[src/inc/sefl_pkg.sv]
// Purpose: Shared constants and types for status and event flag logic
// Assumes: 32-bit AHB-Lite register bus, word aligned
// Notes:   Offsets are byte addresses
package sefl_pkg;
  // ----------------------------------------------------------------
  // Register map
  // ----------------------------------------------------------------
  localparam logic [7:0] A_CTRL  = 8'h00;
  localparam logic [7:0] A_VBAND = 8'h04;
  localparam logic [7:0] A_IBAND = 8'h08;
  localparam logic [7:0] A_TEMP  = 8'h0C;
  localparam logic [7:0] A_COND  = 8'h10;
  localparam logic [7:0] A_EVT   = 8'h14;
  localparam logic [7:0] A_EN    = 8'h18;
  localparam logic [7:0] A_EDGE  = 8'h1C;

  // Control register bits
  localparam int C_TRACK  = 0;
  localparam int C_RECALL = 1;
  localparam int C_ON     = 2;
  localparam int C_OPC    = 3;

  // Condition bits
  localparam int CB_VBAND = 0;
  localparam int CB_IBAND = 1;
  localparam int CB_LLOW  = 2;
  localparam int CB_VREG  = 3;
  localparam int CB_IREG  = 4;
  localparam int CB_OVLD  = 5;
  localparam int CB_OTPW  = 6;
  localparam int CB_OTPS  = 7;
  localparam int CB_FAULT = 8;
  localparam int CB_OUTON = 9;
  localparam int CB_MAV   = 10;

  // Event bits
  localparam int EB_VBAND = 0;
  localparam int EB_IBAND = 1;
  localparam int EB_LIMIT = 2;
  localparam int EB_CMDE  = 3;
  localparam int EB_EXEC  = 4;
  localparam int EB_LINE  = 5;
  localparam int EB_VREG  = 6;
  localparam int EB_IREG  = 7;
  localparam int EB_OVLD  = 8;
  localparam int EB_OTPW  = 9;
  localparam int EB_OTPS  = 10;
  localparam int EB_OTPC  = 11;
  localparam int EB_OCP   = 12;
  localparam int EB_OUTPUT_ENABLE_ERROR  = 13;
  localparam int EB_OPC   = 14;
  localparam int EB_FAULT = 15;

  // Event bits taken from transitions of a level
  localparam logic [15:0] EV_LEVEL_MASK = 16'h87C3;

  // Thresholds and codes
  localparam logic [9:0]  LINE_LOW_VRMS = 10'h0B6; // 182 V rms
  localparam logic [8:0]  OTP_DELTA     = 9'h005;  // 5 degC
  localparam logic [7:0]  ERR_OUTPUT_ENABLE_ERROR      = 8'h49;   // 73
  localparam logic [15:0] BAND_FLOOR_RST = 16'h0000;
  localparam logic [15:0] BAND_CEIL_RST  = 16'hFFFF;
  localparam logic [7:0]  TWARN_RST     = 8'h50;

  // Measurement inputs
  typedef struct packed {
    logic [15:0] volt;
    logic [15:0] curr;
    logic [7:0]  temp;
    logic [9:0]  line_vrms;
  } sefl_meas_t;

  // Error pulses from command handling
  typedef struct packed {
    logic cmd_syntax;
    logic param_conflict;
    logic setpoint_range;
    logic meas_over;
    logic seq_limit;
  } sefl_err_t;

  // All state of the block
  typedef struct packed {
    logic [1:0]  trig_sync;
    logic        track;
    logic        recall;
    logic [15:0] vfloor;
    logic [15:0] vceil;
    logic [15:0] ifloor;
    logic [15:0] iceil;
    logic [7:0]  twarn;
    logic [15:0] evt;
    logic [15:0] ev_en;
    logic [15:0] edge_fall;
    logic [15:0] lvl_prev;
    logic        line_prev;
    logic        otp_prev;
    logic        out_on;
    logic        opc_pend;
    logic [7:0]  err_code;
    logic        dp_wr;
    logic [7:0]  dp_addr;
    logic [31:0] rdata;
    logic [15:0] cond_out;
  } sefl_state_t;
endpackage

[src/design/sefl_status_flags.sv]
// Purpose: Status condition and event flags of a power supply
// Assumes: Sources other than the trigger pin are on hclk
// Notes:   Zero wait state AHB-Lite slave
// Function
// - Flag each mains range change
// - Line low while mains below 182 V
// - Voltage outside band when tracking on
// - Current outside band when tracking on
// - Record band events when tracking on
// - Voltage and current regulating mode flags
// - Command error on bad command or syntax
// - Execution error on parameter or state conflict
// - Limit error on setpoint, measurement, sequence
// - Message available when response is waiting
// - Overcurrent trip flags, output off until on
// - Overload flag when power limiting triggers
// - Operation complete after preceding commands finish
// - Warning, then shutdown 5 degC higher
// - Shutdown ignores switch on, sets event
// - Cooled flag; recall restarts output
// - Output error and code 73 when blocked
// - Internal fault flag while error pending
// - Condition bits read only, one is true
// - Events latch on transition, clear on read
// - Summary while any enabled event set
//
// Register access over AHB-Lite and the register addresses were left to the implementer.
`timescale 1ns/1ps
module sefl_status_flags
  import sefl_pkg::*;
(
  // Clock and reset
  input  wire logic        hclk,
  input  wire logic        hresetn,
  // AHB-Lite slave
  input  wire logic        hsel,
  input  wire logic [31:0] haddr,
  input  wire logic [1:0]  htrans,
  input  wire logic        hwrite,
  input  wire logic [2:0]  hsize,
  input  wire logic [31:0] hwdata,
  input  wire logic        hready,
  output logic      [31:0] hrdata,
  output logic             hreadyout,
  output logic             hresp,
  // Device sources
  input  wire sefl_meas_t  meas,
  input  wire sefl_err_t   err,
  input  wire logic        volt_reg,
  input  wire logic        curr_reg,
  input  wire logic        power_limit,
  input  wire logic        ocp_trip,
  input  wire logic        hw_block,
  input  wire logic        ext_off_trig,
  input  wire logic        fault_pending,
  input  wire logic        resp_waiting,
  input  wire logic        cmd_busy,
  // Status outputs
  output logic             output_on,
  output logic             group_summary,
  output logic      [7:0]  error_code,
  output logic      [15:0] cond_flags
);

  sefl_state_t q;
  sefl_state_t d;

  logic        vcond;
  logic        icond;
  logic        llow;
  logic        otp_warn;
  logic        otp_shut;
  logic        blocked;
  logic        acc;
  logic        on_cmd;
  logic        opc_cmd;
  logic        rd_evt;
  logic        cooled;
  logic        opc_done;
  logic [15:0] cond;
  logic [15:0] lvl;
  logic [15:0] edges;
  logic [15:0] pulse;
  logic [15:0] set;

  // ----------------------------------------------------------------
  // Conditions
  // ----------------------------------------------------------------
  assign vcond    = q.track & (meas.volt < q.vfloor | meas.volt > q.vceil);
  assign icond    = q.track & (meas.curr < q.ifloor | meas.curr > q.iceil);
  assign llow     = meas.line_vrms < LINE_LOW_VRMS;
  assign otp_warn = meas.temp >= q.twarn;
  assign otp_shut = {1'b0, meas.temp} >= ({1'b0, q.twarn} + OTP_DELTA);
  assign blocked  = hw_block | q.trig_sync[1];
  assign cooled   = q.otp_prev & ~otp_shut;

  always_comb begin
    cond           = '0;
    cond[CB_VBAND] = vcond;
    cond[CB_IBAND] = icond;
    cond[CB_LLOW]  = llow;
    cond[CB_VREG]  = volt_reg;
    cond[CB_IREG]  = curr_reg;
    cond[CB_OVLD]  = power_limit;
    cond[CB_OTPW]  = otp_warn;
    cond[CB_OTPS]  = otp_shut;
    cond[CB_FAULT] = fault_pending;
    cond[CB_OUTON] = q.out_on;
    cond[CB_MAV]   = resp_waiting;
  end

  // ----------------------------------------------------------------
  // Bus decode
  // ----------------------------------------------------------------
  assign acc      = hsel & htrans[1] & hready;
  assign rd_evt   = acc & ~hwrite & (haddr[7:0] == A_EVT);
  assign on_cmd   = q.dp_wr & (q.dp_addr == A_CTRL) & hwdata[C_ON];
  assign opc_cmd  = q.dp_wr & (q.dp_addr == A_CTRL) & hwdata[C_OPC];
  assign opc_done = q.opc_pend & ~cmd_busy;

  // ----------------------------------------------------------------
  // Event sources
  // ----------------------------------------------------------------
  always_comb begin
    lvl           = '0;
    lvl[EB_VBAND] = vcond;
    lvl[EB_IBAND] = icond;
    lvl[EB_VREG]  = volt_reg;
    lvl[EB_IREG]  = curr_reg;
    lvl[EB_OVLD]  = power_limit;
    lvl[EB_OTPW]  = otp_warn;
    lvl[EB_OTPS]  = otp_shut;
    lvl[EB_FAULT] = fault_pending;
    edges = ((lvl & ~q.lvl_prev & ~q.edge_fall) | (~lvl & q.lvl_prev & q.edge_fall)) & EV_LEVEL_MASK;
    pulse           = '0;
    pulse[EB_LINE]  = q.line_prev ^ llow;
    pulse[EB_CMDE]  = err.cmd_syntax;
    pulse[EB_EXEC]  = err.param_conflict;
    pulse[EB_LIMIT] = err.setpoint_range | err.meas_over | err.seq_limit;
    pulse[EB_OCP]   = ocp_trip & q.out_on;
    pulse[EB_OTPS]  = on_cmd & otp_shut;
    pulse[EB_OTPC]  = cooled;
    pulse[EB_OUTPUT_ENABLE_ERROR]  = on_cmd & ~otp_shut & blocked;
    pulse[EB_OPC]   = opc_done;
    set = edges | pulse;
  end

  // ----------------------------------------------------------------
  // Next state
  // ----------------------------------------------------------------
  always_comb begin
    d           = q;
    d.trig_sync = {q.trig_sync[0], ext_off_trig};
    d.lvl_prev  = lvl;
    d.line_prev = llow;
    d.otp_prev  = otp_shut;
    d.cond_out  = cond;
    // Set wins over clear on read
    d.evt = rd_evt ? set : (q.evt | set);
    // Output switching
    if (ocp_trip | otp_shut) begin
      d.out_on = 1'b0;
    end else if (on_cmd & ~blocked) begin
      d.out_on = 1'b1;
    end else if (cooled & q.recall & ~blocked) begin
      d.out_on = 1'b1;
    end
    if (pulse[EB_OUTPUT_ENABLE_ERROR]) begin
      d.err_code = ERR_OUTPUT_ENABLE_ERROR;
    end
    if (opc_done) begin
      d.opc_pend = 1'b0;
    end
    if (opc_cmd) begin
      d.opc_pend = 1'b1;
    end
    // Data phase writes
    if (q.dp_wr) begin
      if (q.dp_addr == A_CTRL) begin
        d.track  = hwdata[C_TRACK];
        d.recall = hwdata[C_RECALL];
      end else if (q.dp_addr == A_VBAND) begin
        d.vfloor = hwdata[15:0];
        d.vceil  = hwdata[31:16];
      end else if (q.dp_addr == A_IBAND) begin
        d.ifloor = hwdata[15:0];
        d.iceil  = hwdata[31:16];
      end else if (q.dp_addr == A_TEMP) begin
        d.twarn = hwdata[7:0];
      end else if (q.dp_addr == A_EN) begin
        d.ev_en = hwdata[15:0];
      end else if (q.dp_addr == A_EDGE) begin
        d.edge_fall = hwdata[15:0];
      end
    end
    // Address phase capture and read data
    d.dp_wr   = acc & hwrite;
    d.dp_addr = haddr[7:0];
    d.rdata   = '0;
    if (acc & ~hwrite) begin
      if (haddr[7:0] == A_CTRL) begin
        d.rdata = {28'h000_0000, q.opc_pend, 1'b0, q.recall, q.track};
      end else if (haddr[7:0] == A_VBAND) begin
        d.rdata = {q.vceil, q.vfloor};
      end else if (haddr[7:0] == A_IBAND) begin
        d.rdata = {q.iceil, q.ifloor};
      end else if (haddr[7:0] == A_TEMP) begin
        d.rdata = {24'h00_0000, q.twarn};
      end else if (haddr[7:0] == A_COND) begin
        d.rdata = {16'h0000, cond};
      end else if (haddr[7:0] == A_EVT) begin
        d.rdata = {16'h0000, q.evt};
      end else if (haddr[7:0] == A_EN) begin
        d.rdata = {16'h0000, q.ev_en};
      end else if (haddr[7:0] == A_EDGE) begin
        d.rdata = {16'h0000, q.edge_fall};
      end
    end
  end

  // ----------------------------------------------------------------
  // State register
  // ----------------------------------------------------------------
  always_ff @(posedge hclk or negedge hresetn) begin
    if (!hresetn) begin
      q        <= '0;
      q.vfloor <= BAND_FLOOR_RST;
      q.vceil  <= BAND_CEIL_RST;
      q.ifloor <= BAND_FLOOR_RST;
      q.iceil  <= BAND_CEIL_RST;
      q.twarn  <= TWARN_RST;
    end else begin
      q <= d;
    end
  end

  // ----------------------------------------------------------------
  // Outputs
  // ----------------------------------------------------------------
  assign hrdata        = q.rdata;
  assign hreadyout     = 1'b1;
  assign hresp         = 1'b0;
  assign output_on     = q.out_on;
  assign error_code    = q.err_code;
  assign cond_flags    = q.cond_out;
  assign group_summary = |(q.evt & q.ev_en);
endmodule

[config.mk]
export PLATFORM = sky130hd
export DESIGN_NAME = sefl_status_flags
export DESIGN_NICKNAME = d
export VERILOG_FILES = /design/src/inc/sefl_pkg.sv /design/src/design/sefl_status_flags.sv
export SDC_FILE = /design/constraint.sdc
export NUM_CORES = 1
export LEC_CHECK = 0
export BUFFER_PORTS_ARGS = -buffer_cell sky130_fd_sc_hd__buf_2
export CORE_ASPECT_RATIO = 0.9
export CORE_MARGIN = 2
export CORE_UTILIZATION = 30
export CTS_CLUSTER_SIZE = 24
export DETAILED_ROUTE_END_ITERATION = 12
export PLACE_DENSITY = 0.54
export REMOVE_ABC_BUFFERS = 1
export SKIP_LAST_GASP = 1
export SLEW_MARGIN = 20
export SYNTH_ARGS = -nofsm -noshare
export SYNTH_HDL_FRONTEND = slang
export SYNTH_SLANG_ARGS = --single-unit
[constraint.sdc]
create_clock -name hclk -period 3.9 [get_ports hclk]
set_input_delay 0.78 -clock hclk [delete_from_list [all_inputs] [get_ports hclk]]
set_output_delay 0.78 -clock hclk [all_outputs]
set_load 0.05 [all_outputs]
### Word level (Yosys, flattened, before mapping)

Cells that the tools add are included.

* input bits: 138
* output and inout port bits: 60
* register bits: 189
* word-level logic and storage cells: 113

* magnitude comparators: 7
* mux-type cells: 15
* reductions and logical operators: 11
* add/sub/neg operators: 1
* bitwise gates (word level): 46
* equal/unequal tests: 12

Operator list (number)
* 2-to-1 mux 32 bit: 4
* 2-to-1 mux 16 bit: 6
* AND 16 bit: 5
* equality test 8 x 5 -> 1 bit (second input constant): 6
* NOT 16 bit: 3
* equality test 8 x 4 -> 1 bit (second input constant): 4
* > comparator 16 bit: 2
* less-than comparator 16 bit: 2
* OR 16 bit: 2
* AND 1 bit: 19
* equality test 8 x 3 -> 1 bit (second input constant): 2
* logical NOT 8 bit: 2
* OR 16 x 15 -> 16 bit: 1
* OR reduction 16 bit: 1
* less-than comparator 10 x 8 -> 1 bit (second input constant): 1
* adder 8 x 3 -> 9 bit (second input constant): 1
* greater-or-equal comparator 8 x 9 -> 1 bit: 1
* NOT 1 bit: 9
* greater-or-equal comparator 8 bit: 1
* AND reduction 7 bit: 1
* OR 1 bit: 6
* AND reduction 6 bit: 1
* 2-to-1 mux 1 bit: 5
* AND reduction 5 bit: 1
* 6 further kinds: 6

### Logic depth before layout (Yosys ltp)

* word-level depth: 10
* gate-level depth with buffers: 11
* depth with buffers taken out: 10

### Worst setup path before layout

Ideal clock, no wire load.

* path type: input -> register
* start: input meas[48] in the netlist's numbering
* end: register q, in the netlist hrdata[0]
* stages on the path: 7
* setup time: 0.119 ns
* path buffers: 0
* setup slack: 1.417 ns
* arrival time: 2.364 ns
* data required time: 3.781 ns
* cells stage by stage: ha_1 -> nand4_1 -> or4_1 -> o21ai_0 -> a31oi_1 -> or2_4 -> o21a_1

RTL lines
* start: declaration: line sefl_status_flags.sv:47 `input wire sefl_meas_t meas,`
* end: declaration: line sefl_status_flags.sv:65 `sefl_state_t q;`

==> impl_metrics.csv <==
group,metric,value,unit
synthesis,synth_area,9840,um2
global_route,antenna_found_initial,6,
clock_tree,clk_pin_slew,0.08,ns
floorplan,placementRows,62,
setup_path,rr_worst_depth,9,
setup_path,timing.rr.end,"q[130]",
pwr,power_leakage,0.00538,uW
synthesis,yosys-top-cells-area,"dfrtp_1 37%, ha_1 10%, mux2_2 9.6%",
synthesis,synth_ff_type,"dfrtp_1",
pwr,power.density,371,nW/um2
setup_path,cp-end-kind,"register",
floorplan,initial_core_util,30.6,%
global_route,grt_max_degree,81,
synthesis,synth_compound_area_share,13.1,%
finish,synthToLayoutAreaGrowth,15.4,%
pwr,power,4220,uW
setup_path,crit_path_cell_trace,"inv_1 -> nor3_1 -> xnor2_1 -> ha_1 -> nor2b_1 -> o21ai_0 -> o211ai_1 -> and2_1 -> o31ai_1",
synthesis,ys_seq_elements,179,
timing,finClkSkew,0.00963,ns
setup_path,startpoint_type,"register",
clock_tree,clockBufferDepth,2,
place,io_buffer_count,156,
floorplan,die_x,195,um
synthesis,yosysMostFrequentCell,"dfrtp_1",
synthesis,async_flop_share,100,%
drt,first_iter_violations,480,
drt,ant_nets,0,
global_route,grtUsageTotal,17.1,%
setup_path,worst-setup-path-type,"reg2reg",
synthesis,yosys.area.top_type_share,36.9,%
synthesis,yosys_warnings,0,
finish,fill_cells,3297,
timing,fmax,0.369,GHz
synthesis,synth_area_leader_cell,"dfrtp_1",
clock_tree,htree_num_levels,4,
finish,multiInputGateArea,4500,um2
clock_tree,cts_tree,"yes",
setup_path,cp.arrival,3.05,ns
drt,finalWirelength,28500,um
synthesis,synth_top_family_by_area,"compound AO/OA/AOI/OAI gates",
synthesis,synth_mux_area_share,11.5,%
floorplan,die_area,34300,um2
floorplan,num_io_pins,198,
global_route,grt-ovfl-total,0,
synthesis,syn_area_per_cell,10.6,um2
timing,rsz0062_at_grt,"false",
min_path,hold_class,"in2async",
finish,regArea,4520,um2
setup_path,r2r_slack,1.19,ns
drt,drt_pass1_iterations,7,
place,dp_cells,1437,
synthesis,synthSimpleGateAreaFrac,9.86,%
synthesis,synth_cell_types,65,
timing,fin_setup_tns,0,ns
flow_run,drv_cap,0,
drt,drc,0,
finish,drive_gt1_share,32.3,%
floorplan,die_h,176,um
place,dp_hpwl,21600,um
clock_tree,cts_setup_buffers,0,
clock_tree,cts.sinks,179,
clock_tree,ctsHoldBuffers,0,
drt,vias,7266,
synthesis,synthesis.instances,929,
timing,worstMarginPinSlew,0.690,ns
synthesis,synth_edf_count,0,
setup_path,crit_required,4.23,ns
finish,instances_no_fill,1471,
timing,maxSlewViolCount,0,
timing,whs,0.329,ns
timing,finalHoldViolations,0,
clock_tree,cts_root_buffer,"clkbuf_16",
timing,slew_headroom,53.8,%
synthesis,synth_common_cells,"145 x dfrtp_1, 84 x mux2_2, 81 x nand2_1, 79 x ha_1, 79 x inv_1",
clock_tree,cts_buffers,17,
floorplan,core,32100,um2
outcome,outcome,"finished, final reports clean",
timing,period_minus_slack,2.71,ns
finish,final_util,35.3,%
timing,setup_viol,0,
setup_path,max_stage_delay,0.58,ns
finish,final_nets,1257,
setup_path,regToRegStartpoint,"q[137]",
setup_path,slowest_stage,"dfstp_2",
drt,detail_route.vias_per_cell,4.94,
timing,final.period_utilization,69.5,%
pwr,irDropWorstVdd,242,uV
drt,wl_per_cell,19.4,um
place,gp_congestion,0.818,
clock_tree,cts-resized-gates,0,
synthesis,synthAdderAreaFrac,10.0,%
global_route,grt_pass1_wl,44200,um
synthesis,synth_xor_area_share,0.623,%
synthesis,seq_area_frac_synth,46.0,%
global_route,grt_pass1_vias,7460,
setup_path,cp_max_fo,6,
clock_tree,clock_latency,0.44,ns
==> final cells by class <==
class	instances	share of cell area, %
Sequential cell	179	39.8
Multi-Input combinational cell	591	39.6
Timing Repair Buffer	172	8.10
Tap cell	416	4.59
Clock buffer	17	3.75
Inverter	79	2.61
Clock inverter	15	1.44
Antenna cell	2	0.0441
==> report_power, final <==
| part | switching, uW | internal [uW] |
|---|---|---|
| sequential | 51.3 | 1920 |
| clock | 842 | 916 |
| combinational | 298 | 185 |
| total | 1190 | 3020 |
==> layer usage <==
metal / GRT usage [%] / wire length (um)
met1: 23.8 / 13600
met2: 27.0 / 13100
met3: 3.84 / 1380
met4: 4.26 / 365
met5: 0 / 52
==> placed cells by master (no fill, tap or decap), types with 12 or more instances in the layout <==
master	Yosys	final
a21oi_1	37	37
a221oi_1	14	14
a22oi_1	26	26
buf_2	13	155
buf_4	58	15
clkbuf_16	0	17
conb_1	2	12
dfrtp_1	145	145
dfstp_2	34	34
ha_1	79	79
inv_1	79	79
mux2_2	84	84
nand2_1	81	81
nand4_1	14	14
nor2_1	58	58
o21ai_0	49	49
==> sequential cells by signal (all words and copies together) (netlist names) <==
signal      count
hrdata         32
error_code      1
output_on       1
q             133
d               1
cond_flags     11
==> critical path, delay by kind of cell, from the launching register on <==
kind | cells | cell delay (ns)
AND/OR/NAND/NOR | 3 | 0.79
AO/OA/AOI/OAI | 3 | 0.68
flip-flops | 1 | 0.58
adder cells (fa/ha/maj) | 1 | 0.27
XOR/XNOR | 1 | 0.19
buffers and inverters | 1 | 0.10
==> kinds of logic after synthesis <==
logic type / count (synthesis)
compound gates: 193
xor+xnor: 7
fa+ha+maj: 79
buf+inv: 169
flops: 179
mux: 96
other cells: 2
simple gates: 204
==> per-stage QoR <==
step                cell area (um2)  worst slack, ns
floorplan                      9300            0.983
global placement              10800             1.06
detailed placement            10800            0.996
CTS                           11300             1.20
global route                  11400             1.05
finish                        11400             1.19
==> worst max path at each step <==
stage | end | cells past startpoint | slack, ns | from
floorplan | hrdata[10] | 5 | 0.98 | haddr[7]
global placement | hrdata[0] | 8 | 1.06 | meas[49]
detailed placement | hrdata[1] | 8 | 1.0 | meas[32]
CTS | group_summary | 4 | 1.20 | q[132]
global route | q[130] | 9 | 1.05 | q[137]
finish | q[130] | 9 | 1.19 | q[137]
No activity file was read; power rests on OpenSTA's default activity.
